`src/rsc_pkg.sv`:
```
// Package: register map, field layout and timing constants of the radio config bank
package rsc_pkg;

	// ==========================================================
	// Register addresses
	localparam logic [15:0] ADDR_CHANNEL_CLEAR_THRESHOLD   = 16'hDF05;
	localparam logic [15:0] ADDR_RSSI      = 16'hDF07;
	localparam logic [15:0] ADDR_SYNC_HI   = 16'hDF08;
	localparam logic [15:0] ADDR_SYNC_LO   = 16'hDF09;
	localparam logic [15:0] ADDR_TX_HI     = 16'hDF0A;
	localparam logic [15:0] ADDR_TX_LO     = 16'hDF0B;
	localparam logic [15:0] ADDR_RXBIAS    = 16'hDF0C;

	// ==========================================================
	// Reset values
	localparam logic [7:0] RST_RSSI    = 8'h00;
	localparam logic [7:0] RST_SYNC_HI = 8'hA7;
	localparam logic [7:0] RST_SYNC_LO = 8'h0F;
	localparam logic [7:0] RST_CHANNEL_CLEAR_THRESHOLD = 8'hE0;
	localparam logic [1:0] RST_TXMIXBUF = 2'h2;
	localparam logic       RST_TURN     = 1'b1;
	localparam logic [1:0] RST_TXCAP    = 2'h0;
	localparam logic [1:0] RST_TXMIX    = 2'h0;
	localparam logic       RST_PADIFF   = 1'b1;
	localparam logic [2:0] RST_PACUR    = 3'h3;
	localparam logic [4:0] RST_PALVL    = 5'h1F;
	localparam logic [1:0] RST_RXMIXBUF = 2'h1;
	localparam logic [1:0] RST_HIGAIN   = 2'h0;
	localparam logic [1:0] RST_MEDGAIN  = 2'h2;

	// ==========================================================
	// Field positions (low bit of each field)
	localparam int POS_TXMIXBUF = 6;
	localparam int POS_TURN     = 5;
	localparam int POS_TXCAP    = 3;
	localparam int POS_TXMIX    = 1;
	localparam int POS_PADIFF   = 0;
	localparam int POS_PACUR    = 5;
	localparam int POS_PALVL    = 0;
	localparam int POS_RXMIXBUF = 4;
	localparam int POS_HIGAIN   = 2;
	localparam int POS_MEDGAIN  = 0;

	// ==========================================================
	// Timing
	localparam int CLK_HZ        = 20_000_000;
	localparam int SYM_NS        = 16_000;
	localparam int SYM_CYC       = (SYM_NS * (CLK_HZ / 1_000_000)) / 1000;
	localparam int AVG_SYMS      = 8;
	localparam int AVG_SHIFT     = 3;
	localparam int TURN_SHORT_US = 128;
	localparam int TURN_LONG_US  = 192;
	localparam int TURN_SHORT_CYC = TURN_SHORT_US * (CLK_HZ / 1_000_000);
	localparam int TURN_LONG_CYC  = TURN_LONG_US * (CLK_HZ / 1_000_000);
	localparam int NIB_COUNT     = 4;

	localparam logic [3:0] NIB_WILD = 4'hF;
	localparam logic [3:0] NIB_ZERO = 4'h0;

	// ==========================================================
	// Types
	typedef struct packed {
		logic [15:0] addr;
		logic [7:0]  wdata;
		logic        wr;
		logic        rd;
	} rsc_bus_req_t;

	typedef struct packed {
		logic [1:0] tx_mixer_buffer_bias;
		logic       tx_start_delay_select;
		logic [1:0] tx_mixer_varactor_select;
		logic [1:0] tx_mixer_bias;
		logic       amp_output_differential;
		logic [2:0] amp_bias_trim;
		logic [4:0] amp_output_level;
		logic [1:0] rx_mixer_buffer_bias;
		logic [1:0] comp_branch_high_gain;
		logic [1:0] comp_branch_medium_gain;
	} rsc_analog_cfg_t;

	typedef enum logic [2:0] {
		TX_IDLE  = 3'b001,
		TX_WAIT  = 3'b010,
		TX_SYNC  = 3'b100
	} rsc_tx_state_t;

endpackage

```
`src/rsc_regs.sv`:
```
// Radio sync pattern, signal strength and transmit front-end register bank
//
// Notes on behaviour
// - Signal strength: signed 8-bit dB, resets zero
// - Strength averaged over last 8 symbols
// - Sync pattern used nibble by nibble, LSN first
// - Pattern bytes reset A7 and 0F, read-write
// - Transmit sends zero for each F nibble
// - Receive treats F nibbles as wildcards
// - Receive needs zero symbol before first nibble
// - Start delay 128 or 192 us, select resets 1
// - Amp output differential bit, resets 1
// - Amp current trim, 3 bits, resets 011
// - Amp level bits 4:0, resets 1F
// - TX mixer buffer bias 7:6, resets 10
// - TX varactor and mixer bias reset zero
// - RX bias bits 7:6 read zero
// - RX mixer buffer bias 5:4, resets 01
// - High-gain compensation 3:2, resets 00
// - Medium-gain compensation 1:0, resets 10
// - Channel clear when strength below threshold
`timescale 1ns/1ps

module rsc_regs (
	input  wire logic                     ref_clk,
	input  wire logic                     srst,
	input  wire rsc_pkg::rsc_bus_req_t    bus_req,
	output logic [7:0]                    bus_rdata,
	input  wire logic signed [7:0]        rx_power_sample,
	input  wire logic                     rx_sample_valid,
	input  wire logic                     rx_symbol_valid,
	input  wire logic [3:0]               rx_symbol,
	input  wire logic                     transmit_on_strobe,
	output logic                          frame_sync_found,
	output logic                          tx_symbol_valid,
	output logic [3:0]                    tx_symbol,
	output logic                          tx_sync_done,
	output logic                          channel_clear_indication,
	output rsc_pkg::rsc_analog_cfg_t      analog_cfg
);

	// ==========================================================
	// Input synchronisers (the radio side is not on ref_clk)
	logic [1:0] sync1_q;
	logic [1:0] sync2_q;
	logic       txon_prev_q;
	logic       txon_pulse;
	logic signed [7:0] power_s1_q;
	logic signed [7:0] power_s2_q;

	always_ff @(posedge ref_clk) begin
		if (srst) begin
			sync1_q <= 2'h0;
			sync2_q <= 2'h0;
			txon_prev_q <= 1'b0;
		end else begin
			sync1_q <= {transmit_on_strobe, rx_sample_valid};
			sync2_q <= sync1_q;
			txon_prev_q <= sync2_q[1];
		end
	end

	// Previous level resets low, the idle level of the strobe pin, so no
	// false start follows a reset
	assign txon_pulse = sync2_q[1] & ~txon_prev_q;

	// Power word takes the same two stages as its valid flag, so the pair
	// stays aligned; the radio must hold the word steady around the flag
	always_ff @(posedge ref_clk) begin
		if (srst) begin
			power_s1_q <= 8'sh00;
			power_s2_q <= 8'sh00;
		end else begin
			power_s1_q <= rx_power_sample;
			power_s2_q <= power_s1_q;
		end
	end

	// ==========================================================
	// Configuration registers
	logic [15:0] sync_pat_q;
	logic [7:0]  channel_clear_threshold_q;
	rsc_pkg::rsc_analog_cfg_t cfg_q;

	// Writes land at the edge that takes the strobe, so a read in the
	// very next cycle already returns the new value

	function automatic logic wr_hit(input rsc_pkg::rsc_bus_req_t r, input logic [15:0] a);
		wr_hit = r.wr && (r.addr == a);
	endfunction

	always_ff @(posedge ref_clk) begin
		if (srst) begin
			sync_pat_q <= {rsc_pkg::RST_SYNC_HI, rsc_pkg::RST_SYNC_LO};
			channel_clear_threshold_q  <= rsc_pkg::RST_CHANNEL_CLEAR_THRESHOLD;
		end else begin
			if (wr_hit(bus_req, rsc_pkg::ADDR_SYNC_HI)) begin
				sync_pat_q[15:8] <= bus_req.wdata;
			end
			if (wr_hit(bus_req, rsc_pkg::ADDR_SYNC_LO)) begin
				sync_pat_q[7:0] <= bus_req.wdata;
			end
			if (wr_hit(bus_req, rsc_pkg::ADDR_CHANNEL_CLEAR_THRESHOLD)) begin
				channel_clear_threshold_q <= bus_req.wdata;
			end
		end
	end

	always_ff @(posedge ref_clk) begin
		if (srst) begin
			cfg_q.tx_mixer_buffer_bias     <= rsc_pkg::RST_TXMIXBUF;
			cfg_q.tx_start_delay_select    <= rsc_pkg::RST_TURN;
			cfg_q.tx_mixer_varactor_select <= rsc_pkg::RST_TXCAP;
			cfg_q.tx_mixer_bias            <= rsc_pkg::RST_TXMIX;
			cfg_q.amp_output_differential  <= rsc_pkg::RST_PADIFF;
			cfg_q.amp_bias_trim            <= rsc_pkg::RST_PACUR;
			cfg_q.amp_output_level         <= rsc_pkg::RST_PALVL;
			cfg_q.rx_mixer_buffer_bias     <= rsc_pkg::RST_RXMIXBUF;
			cfg_q.comp_branch_high_gain    <= rsc_pkg::RST_HIGAIN;
			cfg_q.comp_branch_medium_gain  <= rsc_pkg::RST_MEDGAIN;
		end else begin
			if (wr_hit(bus_req, rsc_pkg::ADDR_TX_HI)) begin
				cfg_q.tx_mixer_buffer_bias <= bus_req.wdata[rsc_pkg::POS_TXMIXBUF +: 2];
				cfg_q.tx_start_delay_select <= bus_req.wdata[rsc_pkg::POS_TURN];
				cfg_q.tx_mixer_varactor_select <= bus_req.wdata[rsc_pkg::POS_TXCAP +: 2];
				cfg_q.tx_mixer_bias <= bus_req.wdata[rsc_pkg::POS_TXMIX +: 2];
				cfg_q.amp_output_differential <= bus_req.wdata[rsc_pkg::POS_PADIFF];
			end
			if (wr_hit(bus_req, rsc_pkg::ADDR_TX_LO)) begin
				cfg_q.amp_bias_trim <= bus_req.wdata[rsc_pkg::POS_PACUR +: 3];
				cfg_q.amp_output_level <= bus_req.wdata[rsc_pkg::POS_PALVL +: 5];
			end
			if (wr_hit(bus_req, rsc_pkg::ADDR_RXBIAS)) begin
				// Bits 7:6 are dropped here
				cfg_q.rx_mixer_buffer_bias <= bus_req.wdata[rsc_pkg::POS_RXMIXBUF +: 2];
				cfg_q.comp_branch_high_gain <= bus_req.wdata[rsc_pkg::POS_HIGAIN +: 2];
				cfg_q.comp_branch_medium_gain <= bus_req.wdata[rsc_pkg::POS_MEDGAIN +: 2];
			end
		end
	end

	assign analog_cfg = cfg_q;

	// ==========================================================
	// Signal strength: 8-symbol running average
	// Power samples run through their own two flops every cycle, alongside the
	// valid flag, and are summed while the synchronised flag is high.
	logic signed [7:0]  win_q [rsc_pkg::AVG_SYMS];
	logic signed [10:0] acc_q;
	logic signed [11:0] sym_sum_q;
	logic [9:0]         sym_cnt_q;
	logic [3:0]         sym_n_q;
	logic signed [7:0]  sym_avg;
	logic signed [7:0]  rssi_q;
	logic               sym_tick;

	// Last cycle of each symbol period
	assign sym_tick = (sym_cnt_q == 10'(rsc_pkg::SYM_CYC - 1));

	// Fifteen full-scale samples need twelve bits of sum
	always_ff @(posedge ref_clk) begin
		if (srst) begin
			sym_cnt_q <= 10'h000;
			sym_sum_q <= 12'sh000;
			sym_n_q   <= 4'h0;
		end else if (sym_tick) begin
			sym_cnt_q <= 10'h000;
			sym_sum_q <= 12'sh000;
			sym_n_q   <= 4'h0;
		end else begin
			sym_cnt_q <= sym_cnt_q + 10'h001;
			if (sync2_q[0] && sym_n_q != 4'hF) begin
				sym_sum_q <= sym_sum_q + 12'(power_s2_q);
				sym_n_q   <= sym_n_q + 4'h1;
			end
		end
	end

	// One value per symbol: mean of samples seen, or the last if none
	// The divider is large but only settles once per symbol, so timing
	// is relaxed; a reciprocal table was not worth the area
	assign sym_avg = (sym_n_q == 4'h0) ? win_q[0] :
		8'(sym_sum_q / $signed({8'h00, sym_n_q}));

	for (genvar i = 0; i < rsc_pkg::AVG_SYMS; i++) begin : g_win
		always_ff @(posedge ref_clk) begin
			if (srst) begin
				win_q[i] <= 8'sh00;
			end else if (sym_tick) begin
				win_q[i] <= (i == 0) ? sym_avg : win_q[(i == 0) ? 0 : i - 1];
			end
		end
	end

	always_ff @(posedge ref_clk) begin
		if (srst) begin
			acc_q  <= 11'sh000;
			rssi_q <= rsc_pkg::RST_RSSI;
		end else begin
			if (sym_tick) begin
				acc_q <= acc_q + 11'(sym_avg)
					- 11'(win_q[rsc_pkg::AVG_SYMS - 1]);
			end
			rssi_q <= 8'(acc_q >>> rsc_pkg::AVG_SHIFT);
		end
	end

	// Both sides are signed; an unsigned compare would call every
	// negative reading busy
	always_ff @(posedge ref_clk) begin
		if (srst) begin
			channel_clear_indication <= 1'b0;
		end else begin
			channel_clear_indication <= rssi_q < $signed(channel_clear_threshold_q);
		end
	end

	// ==========================================================
	// Register read port
	// Data stand for one cycle only, then fall back to zero, so a stale
	// value can never be mistaken for a fresh read
	always_ff @(posedge ref_clk) begin
		if (srst) begin
			bus_rdata <= 8'h00;
		end else if (bus_req.rd) begin
			case (bus_req.addr)
				rsc_pkg::ADDR_RSSI:    bus_rdata <= rssi_q;
				rsc_pkg::ADDR_SYNC_HI: bus_rdata <= sync_pat_q[15:8];
				rsc_pkg::ADDR_SYNC_LO: bus_rdata <= sync_pat_q[7:0];
				rsc_pkg::ADDR_CHANNEL_CLEAR_THRESHOLD: bus_rdata <= channel_clear_threshold_q;
				rsc_pkg::ADDR_TX_HI:   bus_rdata <= {cfg_q.tx_mixer_buffer_bias,
					cfg_q.tx_start_delay_select, cfg_q.tx_mixer_varactor_select,
					cfg_q.tx_mixer_bias, cfg_q.amp_output_differential};
				rsc_pkg::ADDR_TX_LO:   bus_rdata <= {cfg_q.amp_bias_trim,
					cfg_q.amp_output_level};
				rsc_pkg::ADDR_RXBIAS:  bus_rdata <= {2'h0, cfg_q.rx_mixer_buffer_bias,
					cfg_q.comp_branch_high_gain,
					cfg_q.comp_branch_medium_gain};
				// Unmapped addresses read zero
				default:               bus_rdata <= 8'h00;
			endcase
		end else begin
			bus_rdata <= 8'h00;
		end
	end
	// No write path to rssi_q exists

	// ==========================================================
	// Transmit: start delay then sync pattern nibbles
	// The delay counts from the detected strobe edge, so the synchroniser
	// adds two cycles of latency (sync1_q, sync2_q) on top of the programmed wait.
	// Strobes arriving while a pattern is under way are ignored.
	rsc_pkg::rsc_tx_state_t tx_state_q;
	logic [12:0] tx_wait_q;
	logic [1:0]  tx_nib_q;
	logic [3:0]  tx_nib;

	assign tx_nib = sync_pat_q[{tx_nib_q, 2'b00} +: 4];

	always_ff @(posedge ref_clk) begin
		if (srst) begin
			tx_state_q      <= rsc_pkg::TX_IDLE;
			tx_wait_q       <= 13'h0000;
			tx_nib_q        <= 2'h0;
			tx_symbol_valid <= 1'b0;
			tx_symbol       <= 4'h0;
			tx_sync_done    <= 1'b0;
		end else begin
			tx_symbol_valid <= 1'b0;
			tx_sync_done    <= 1'b0;
			case (tx_state_q)
				rsc_pkg::TX_IDLE: begin
					if (txon_pulse) begin
						tx_wait_q <= cfg_q.tx_start_delay_select ?
							13'(rsc_pkg::TURN_LONG_CYC - 1) :
							13'(rsc_pkg::TURN_SHORT_CYC - 1);
						tx_state_q <= rsc_pkg::TX_WAIT;
					end
				end
				rsc_pkg::TX_WAIT: begin
					if (tx_wait_q == 13'h0000) begin
						tx_nib_q   <= 2'h0;
						tx_wait_q  <= 13'(rsc_pkg::SYM_CYC - 1);
						tx_state_q <= rsc_pkg::TX_SYNC;
					end else begin
						tx_wait_q <= tx_wait_q - 13'h0001;
					end
				end
				rsc_pkg::TX_SYNC: begin
					if (tx_wait_q == 13'(rsc_pkg::SYM_CYC - 1)) begin
						tx_symbol_valid <= 1'b1;
						tx_symbol <= (tx_nib == rsc_pkg::NIB_WILD) ?
							rsc_pkg::NIB_ZERO : tx_nib;
					end
					if (tx_wait_q == 13'h0000) begin
						tx_wait_q <= 13'(rsc_pkg::SYM_CYC - 1);
						if (tx_nib_q == 2'(rsc_pkg::NIB_COUNT - 1)) begin
							tx_sync_done <= 1'b1;
							tx_state_q   <= rsc_pkg::TX_IDLE;
						end else begin
							tx_nib_q <= tx_nib_q + 2'h1;
						end
					end else begin
						tx_wait_q <= tx_wait_q - 13'h0001;
					end
				end
				default: tx_state_q <= rsc_pkg::TX_IDLE;
			endcase
		end
	end

	// ==========================================================
	// Receive: sync search over the last five symbols
	// Leading F nibbles are skipped so the implicit zero sits just before
	// the first nibble that must match.
	logic [3:0] rx_hist_q [5];
	logic [2:0] rx_cnt_q;
	logic       rx_match;

	always_comb begin
		logic       started;
		logic [2:0] k;
		started  = 1'b0;
		k        = 3'h0;
		rx_match = 1'b1;
		for (int n = 0; n < rsc_pkg::NIB_COUNT; n++) begin
			if (sync_pat_q[n*4 +: 4] != rsc_pkg::NIB_WILD) begin
				if (!started) begin
					started = 1'b1;
					k = 3'(n);
					if (rx_hist_q[(n == 0) ? 4 : n - 1] != rsc_pkg::NIB_ZERO) begin
						rx_match = 1'b0;
					end
				end
				if (rx_hist_q[n] != sync_pat_q[n*4 +: 4]) begin
					rx_match = 1'b0;
				end
			end
		end
		if (rx_cnt_q < 3'(rsc_pkg::NIB_COUNT + 1) - k) begin
			rx_match = 1'b0;
		end
	end

	// rx_hist_q[0] is the oldest of the four pattern slots
	// Slot 4 holds the symbol received just before slot 0
	// Symbol count saturates so a long idle stream cannot wrap back
	// into the too-few-symbols window
	always_ff @(posedge ref_clk) begin
		if (srst) begin
			for (int j = 0; j < 5; j++) begin
				rx_hist_q[j] <= 4'h0;
			end
			rx_cnt_q         <= 3'h0;
			frame_sync_found <= 1'b0;
		end else begin
			frame_sync_found <= 1'b0;
			if (rx_symbol_valid) begin
				rx_hist_q[0] <= rx_hist_q[1];
				rx_hist_q[1] <= rx_hist_q[2];
				rx_hist_q[2] <= rx_hist_q[3];
				rx_hist_q[3] <= rx_symbol;
				rx_hist_q[4] <= rx_hist_q[0];
				if (rx_cnt_q != 3'h7) begin
					rx_cnt_q <= rx_cnt_q + 3'h1;
				end
			end else if (rx_match && rx_cnt_q != 3'h0) begin
				frame_sync_found <= 1'b1;
				rx_cnt_q <= 3'h0;
			end
		end
	end

endmodule

```
`config.mk`:
```
export PLATFORM = sky130hd
export DESIGN_NAME = rsc_regs
export DESIGN_NICKNAME = d
export VERILOG_FILES = /design/src/rsc_pkg.sv /design/src/rsc_regs.sv
export SDC_FILE = /design/constraint.sdc
export NUM_CORES = 1
export LEC_CHECK = 0
export BUFFER_PORTS_ARGS = -buffer_cell sky130_fd_sc_hd__buf_4
export CAP_MARGIN = 20
export CORE_ASPECT_RATIO = 1.25
export CORE_UTILIZATION = 55
export DETAILED_ROUTE_END_ITERATION = 8
export PLACE_DENSITY = 0.73
export RECOVER_POWER = 100
export SYNTH_ARGS = -nofsm -noshare
export SYNTH_HDL_FRONTEND = slang
export SYNTH_SLANG_ARGS = --single-unit
```
`constraint.sdc`:
```
create_clock -name ref_clk -period 26.7 [get_ports ref_clk]
set_input_delay 2.67 -clock ref_clk [delete_from_list [all_inputs] [get_ports ref_clk]]
set_output_delay 2.67 -clock ref_clk [all_outputs]
set_load 0.05 [all_outputs]
```
==> impl_results.md <==
- Initial Utilization: 55.9%
- WHS: approximately 0.44 ns
- Seq cells post-synth: roughly 230
- Seq/Total Area, Yosys: about 40%
- Max-slew violations: around 190
- Vias in the first global route: about 11k
- Critical Path RT: 27.12 ns
- CTS Buf Count: 25
- Final instance area: approximately 0.015 mm²
- Worst hold path type: flop to flop
- Dpl cell area: about 0.015 mm²
- Status: finished with violations
- Crit path kind: flop to flop
- Crit path max-delay cell type: or4b_4
- Setup WS post-layout: 1.89 ns
- EDFF count, synth: 84
- Dpl hpwl: about 23 mm
- GRT Total Usage: between 20 and 30%
- Worst Skew: 0.0254 ns
- P per Cell Area: about 140 mW/mm²
- Area grow syn2layout: 11.6%
- H-Tree Depth: 1
- Clock root cell: clkbuf_16
- I/O pin total: 81
- Crit path launch type: flop
- CP peak stage delay: 0.67 ns
- YS warnings: 0
- Cell Rows: 64
- Global-route congestion overflow total: 0
- Final-report setup violation count: 0
- Share of cells above drive strength 1: 8.58%
- F_max: a little over 0.04 GHz
- Mapped cell area: between 0.01 and 0.015 mm²
- FF-to-FF path depth: 113
- RSZ-0062 raised after global routing: no
- 1st-pass router iterations: 8
- Routed Antenna Nets: 0
- Final Util: about 62%
- Die ar.: between 0.02 and 0.03 mm²
- Placer Congestion: approximately 0.95
- Post-Syn Instances: 1506
- Die height: roughly 180 µm
- Initial antenna violation count: 0
- Clock tree buffer depth: 3
- Leakage: 5.91 nW
- Placed Cells: around 1.9k
- Fin cells: ~1.9k
- Max_cap viols: 3
- Synth Flop Type: dfxtp_1
- Critical path endpoint category: flop
- CTS Sinks: roughly 230
- Nets@finish: approximately 1.7k
- Final Hold Fails: 0
- Number of port buffers: 80
- Post-Syn Nets: about 1.6k
- Worst-path clk slew: ~0.06 ns
- Final WL: roughly 32 mm
- Hold Path Stages: 1
- Most used cell, CP: a21oi_1
- Via Count: approximately 11k
- Data arrival, critical path: 25.23 ns
- Crit path time final: 24.81 ns
- VDD IR max: about 0.00029 V
- Failing checks: max-capacitance violations, max-slew violations
- Clk Latency, worst-skew pair: about 0.53 ns
- Avg Cell Area, Syn: slightly above 9 µm²
- Total power: between 2 and 2.5 mW
- Core Box Area: ~0.025 mm²
- Slew @ Worst Pin: about 3.5 ns
- Initial DRC count: slightly below 700
- Largest net degree at the start of global routing: 90
- Period utilization: 92.9%
- Distinct cells, synth: 82
- Ys async rst share: 0%
- TritonCTS clock tree: done
- CP max FO: 11
- First-pass GRT wire length: about 52 mm
- Relative slew slack: -134%
- DRC viols: 0
- Die Wd: between 100 and 150 µm
- Via/cell ratio: 5.86
- Post-Place Setup Slack: approximately 1.3 ns
- WL per Instance: roughly 17 µm
- N_diodes: 0
- Setup_tns: 0 ns
==> power by group <==
group	internal, mW	switching, mW	total [mW]
clock network	0.216	0.143	0.359
registers	0.378	0.00626	0.384
logic	0.550	0.839	1.39
total	1.14	0.989	2.13
==> area by class of cell <==
cell class / count / area, µm²
tap: 330 / 413
sequential: 233 / 5510
timing repair buffer: 89 / 504
clock inverter: 12 / 186
inverter: 67 / 251
multi-input combinational: 1152 / 7760
clock buffer: 33 / 666
fill: 2168 / 9220
==> state kept, by name, indices dropped and copies added, names as in the netlist, 3 cells and up <==
signal,flops
rssi_q,8
tx_wait_q,13
power_s2_q,8
rx_hist_q,20
bus_rdata,8
win_q,64
tx_symbol,4
power_s1_q,8
rx_cnt_q,3
tx_state_q,3
acc_q,11
analog_cfg,22
channel_clear_threshold_q,8
sym_n_q,4
sync_pat_q,16
sym_cnt_q,10
sym_sum_q,12
==> synth_stat cells, types with 12 or more instances <==
cell | instances | area share (%)
a211o_1 | 14 | 0.90
o21ai_0 | 46 | 1.7
nand3b_1 | 20 | 1.1
nor4_1 | 12 | 0.55
a211oi_1 | 15 | 0.82
clkbuf_1 | 47 | 1.3
nand2_1 | 145 | 4.0
or2_2 | 14 | 0.64
dfxtp_1 | 149 | 22
or3_1 | 14 | 0.64
nor3_1 | 32 | 1.2
nand3_1 | 28 | 1.0
inv_1 | 67 | 1.8
a21oi_1 | 114 | 4.2
mux2i_1 | 12 | 0.88
nor2b_1 | 37 | 1.7
and2_1 | 87 | 4.0
nand4_1 | 12 | 0.55
nor2_1 | 154 | 4.2
and3_1 | 14 | 0.64
ha_1 | 86 | 7.9
o21bai_1 | 12 | 0.66
xor2_1 | 23 | 1.5
a21o_1 | 21 | 1.2
o21a_1 | 24 | 1.3
edfxtp_1 | 84 | 18
xnor2_1 | 48 | 3.1
nand2b_1 | 21 | 0.96
==> metal layers <==
layer,wire length (µm),global-route usage [%]
met1,13600,30.7
met4,1340,11.2
met5,0,0
met2,15600,45.4
met3,1640,2.74
==> repair_timing <==
item	CTS	global route
endpoints found under the setup margin	0	7
gates resized for setup	0	13
hold buffers	0	0
setup buffers	0	2
==> kinds of logic after synthesis <==
family | Yosys count | share of synthesized area, %
buffers and inverters | 121 | 3.39
DFF | 233 | 40.2
xor gates and xnor gates | 71 | 4.54
AOI/OAI and AO/OA | 339 | 16.9
and+or+nand+nor | 619 | 23.2
adders and majority gates | 97 | 9.46
muxes | 26 | 2.38
==> layout by cell type, fill, tap and decap left out, types with 24 or more instances in the layout <==
cell       Yosys  final
a21oi_1      114    112
and2_0         0     54
and2_1        87     33
buf_4          0     44
clkbuf_1      47     50
clkbuf_16      0     25
dfxtp_1      149    149
edfxtp_1      84     84
ha_1          86     86
inv_1         67     67
nand2_1      145    145
nand3_1       28     28
nor2_1       154    152
nor2b_1       37     37
nor3_1        32     32
o21a_1        24     24
o21ai_0       46     45
xnor2_1       48     48
==> worst max-delay path, delay by kind of cell (launching register included) <==
family | cells | cell delay, ns
DFF | 1 | 0.37
AOI/OAI and AO/OA | 56 | 10.36
xor gates and xnor gates | 2 | 0.28
muxes | 3 | 0.87
adders and majority gates | 15 | 4.49
and+or+nand+nor | 35 | 8.19
buffers and inverters | 2 | 0.12
==> worst paths after layout <==
check	slack [ns]	startpoint	endpoint
worst max register to register	1.89	sym_sum_q[3]	acc_q[10]
worst max-delay path	1.89	sym_sum_q[3]	acc_q[10]
worst min register to register	0.44	power_s1_q[7]	power_s2_q[7]
worst min-delay path	0.44	power_s1_q[7]	power_s2_q[7]
Power figures use the tool's default switching activity.
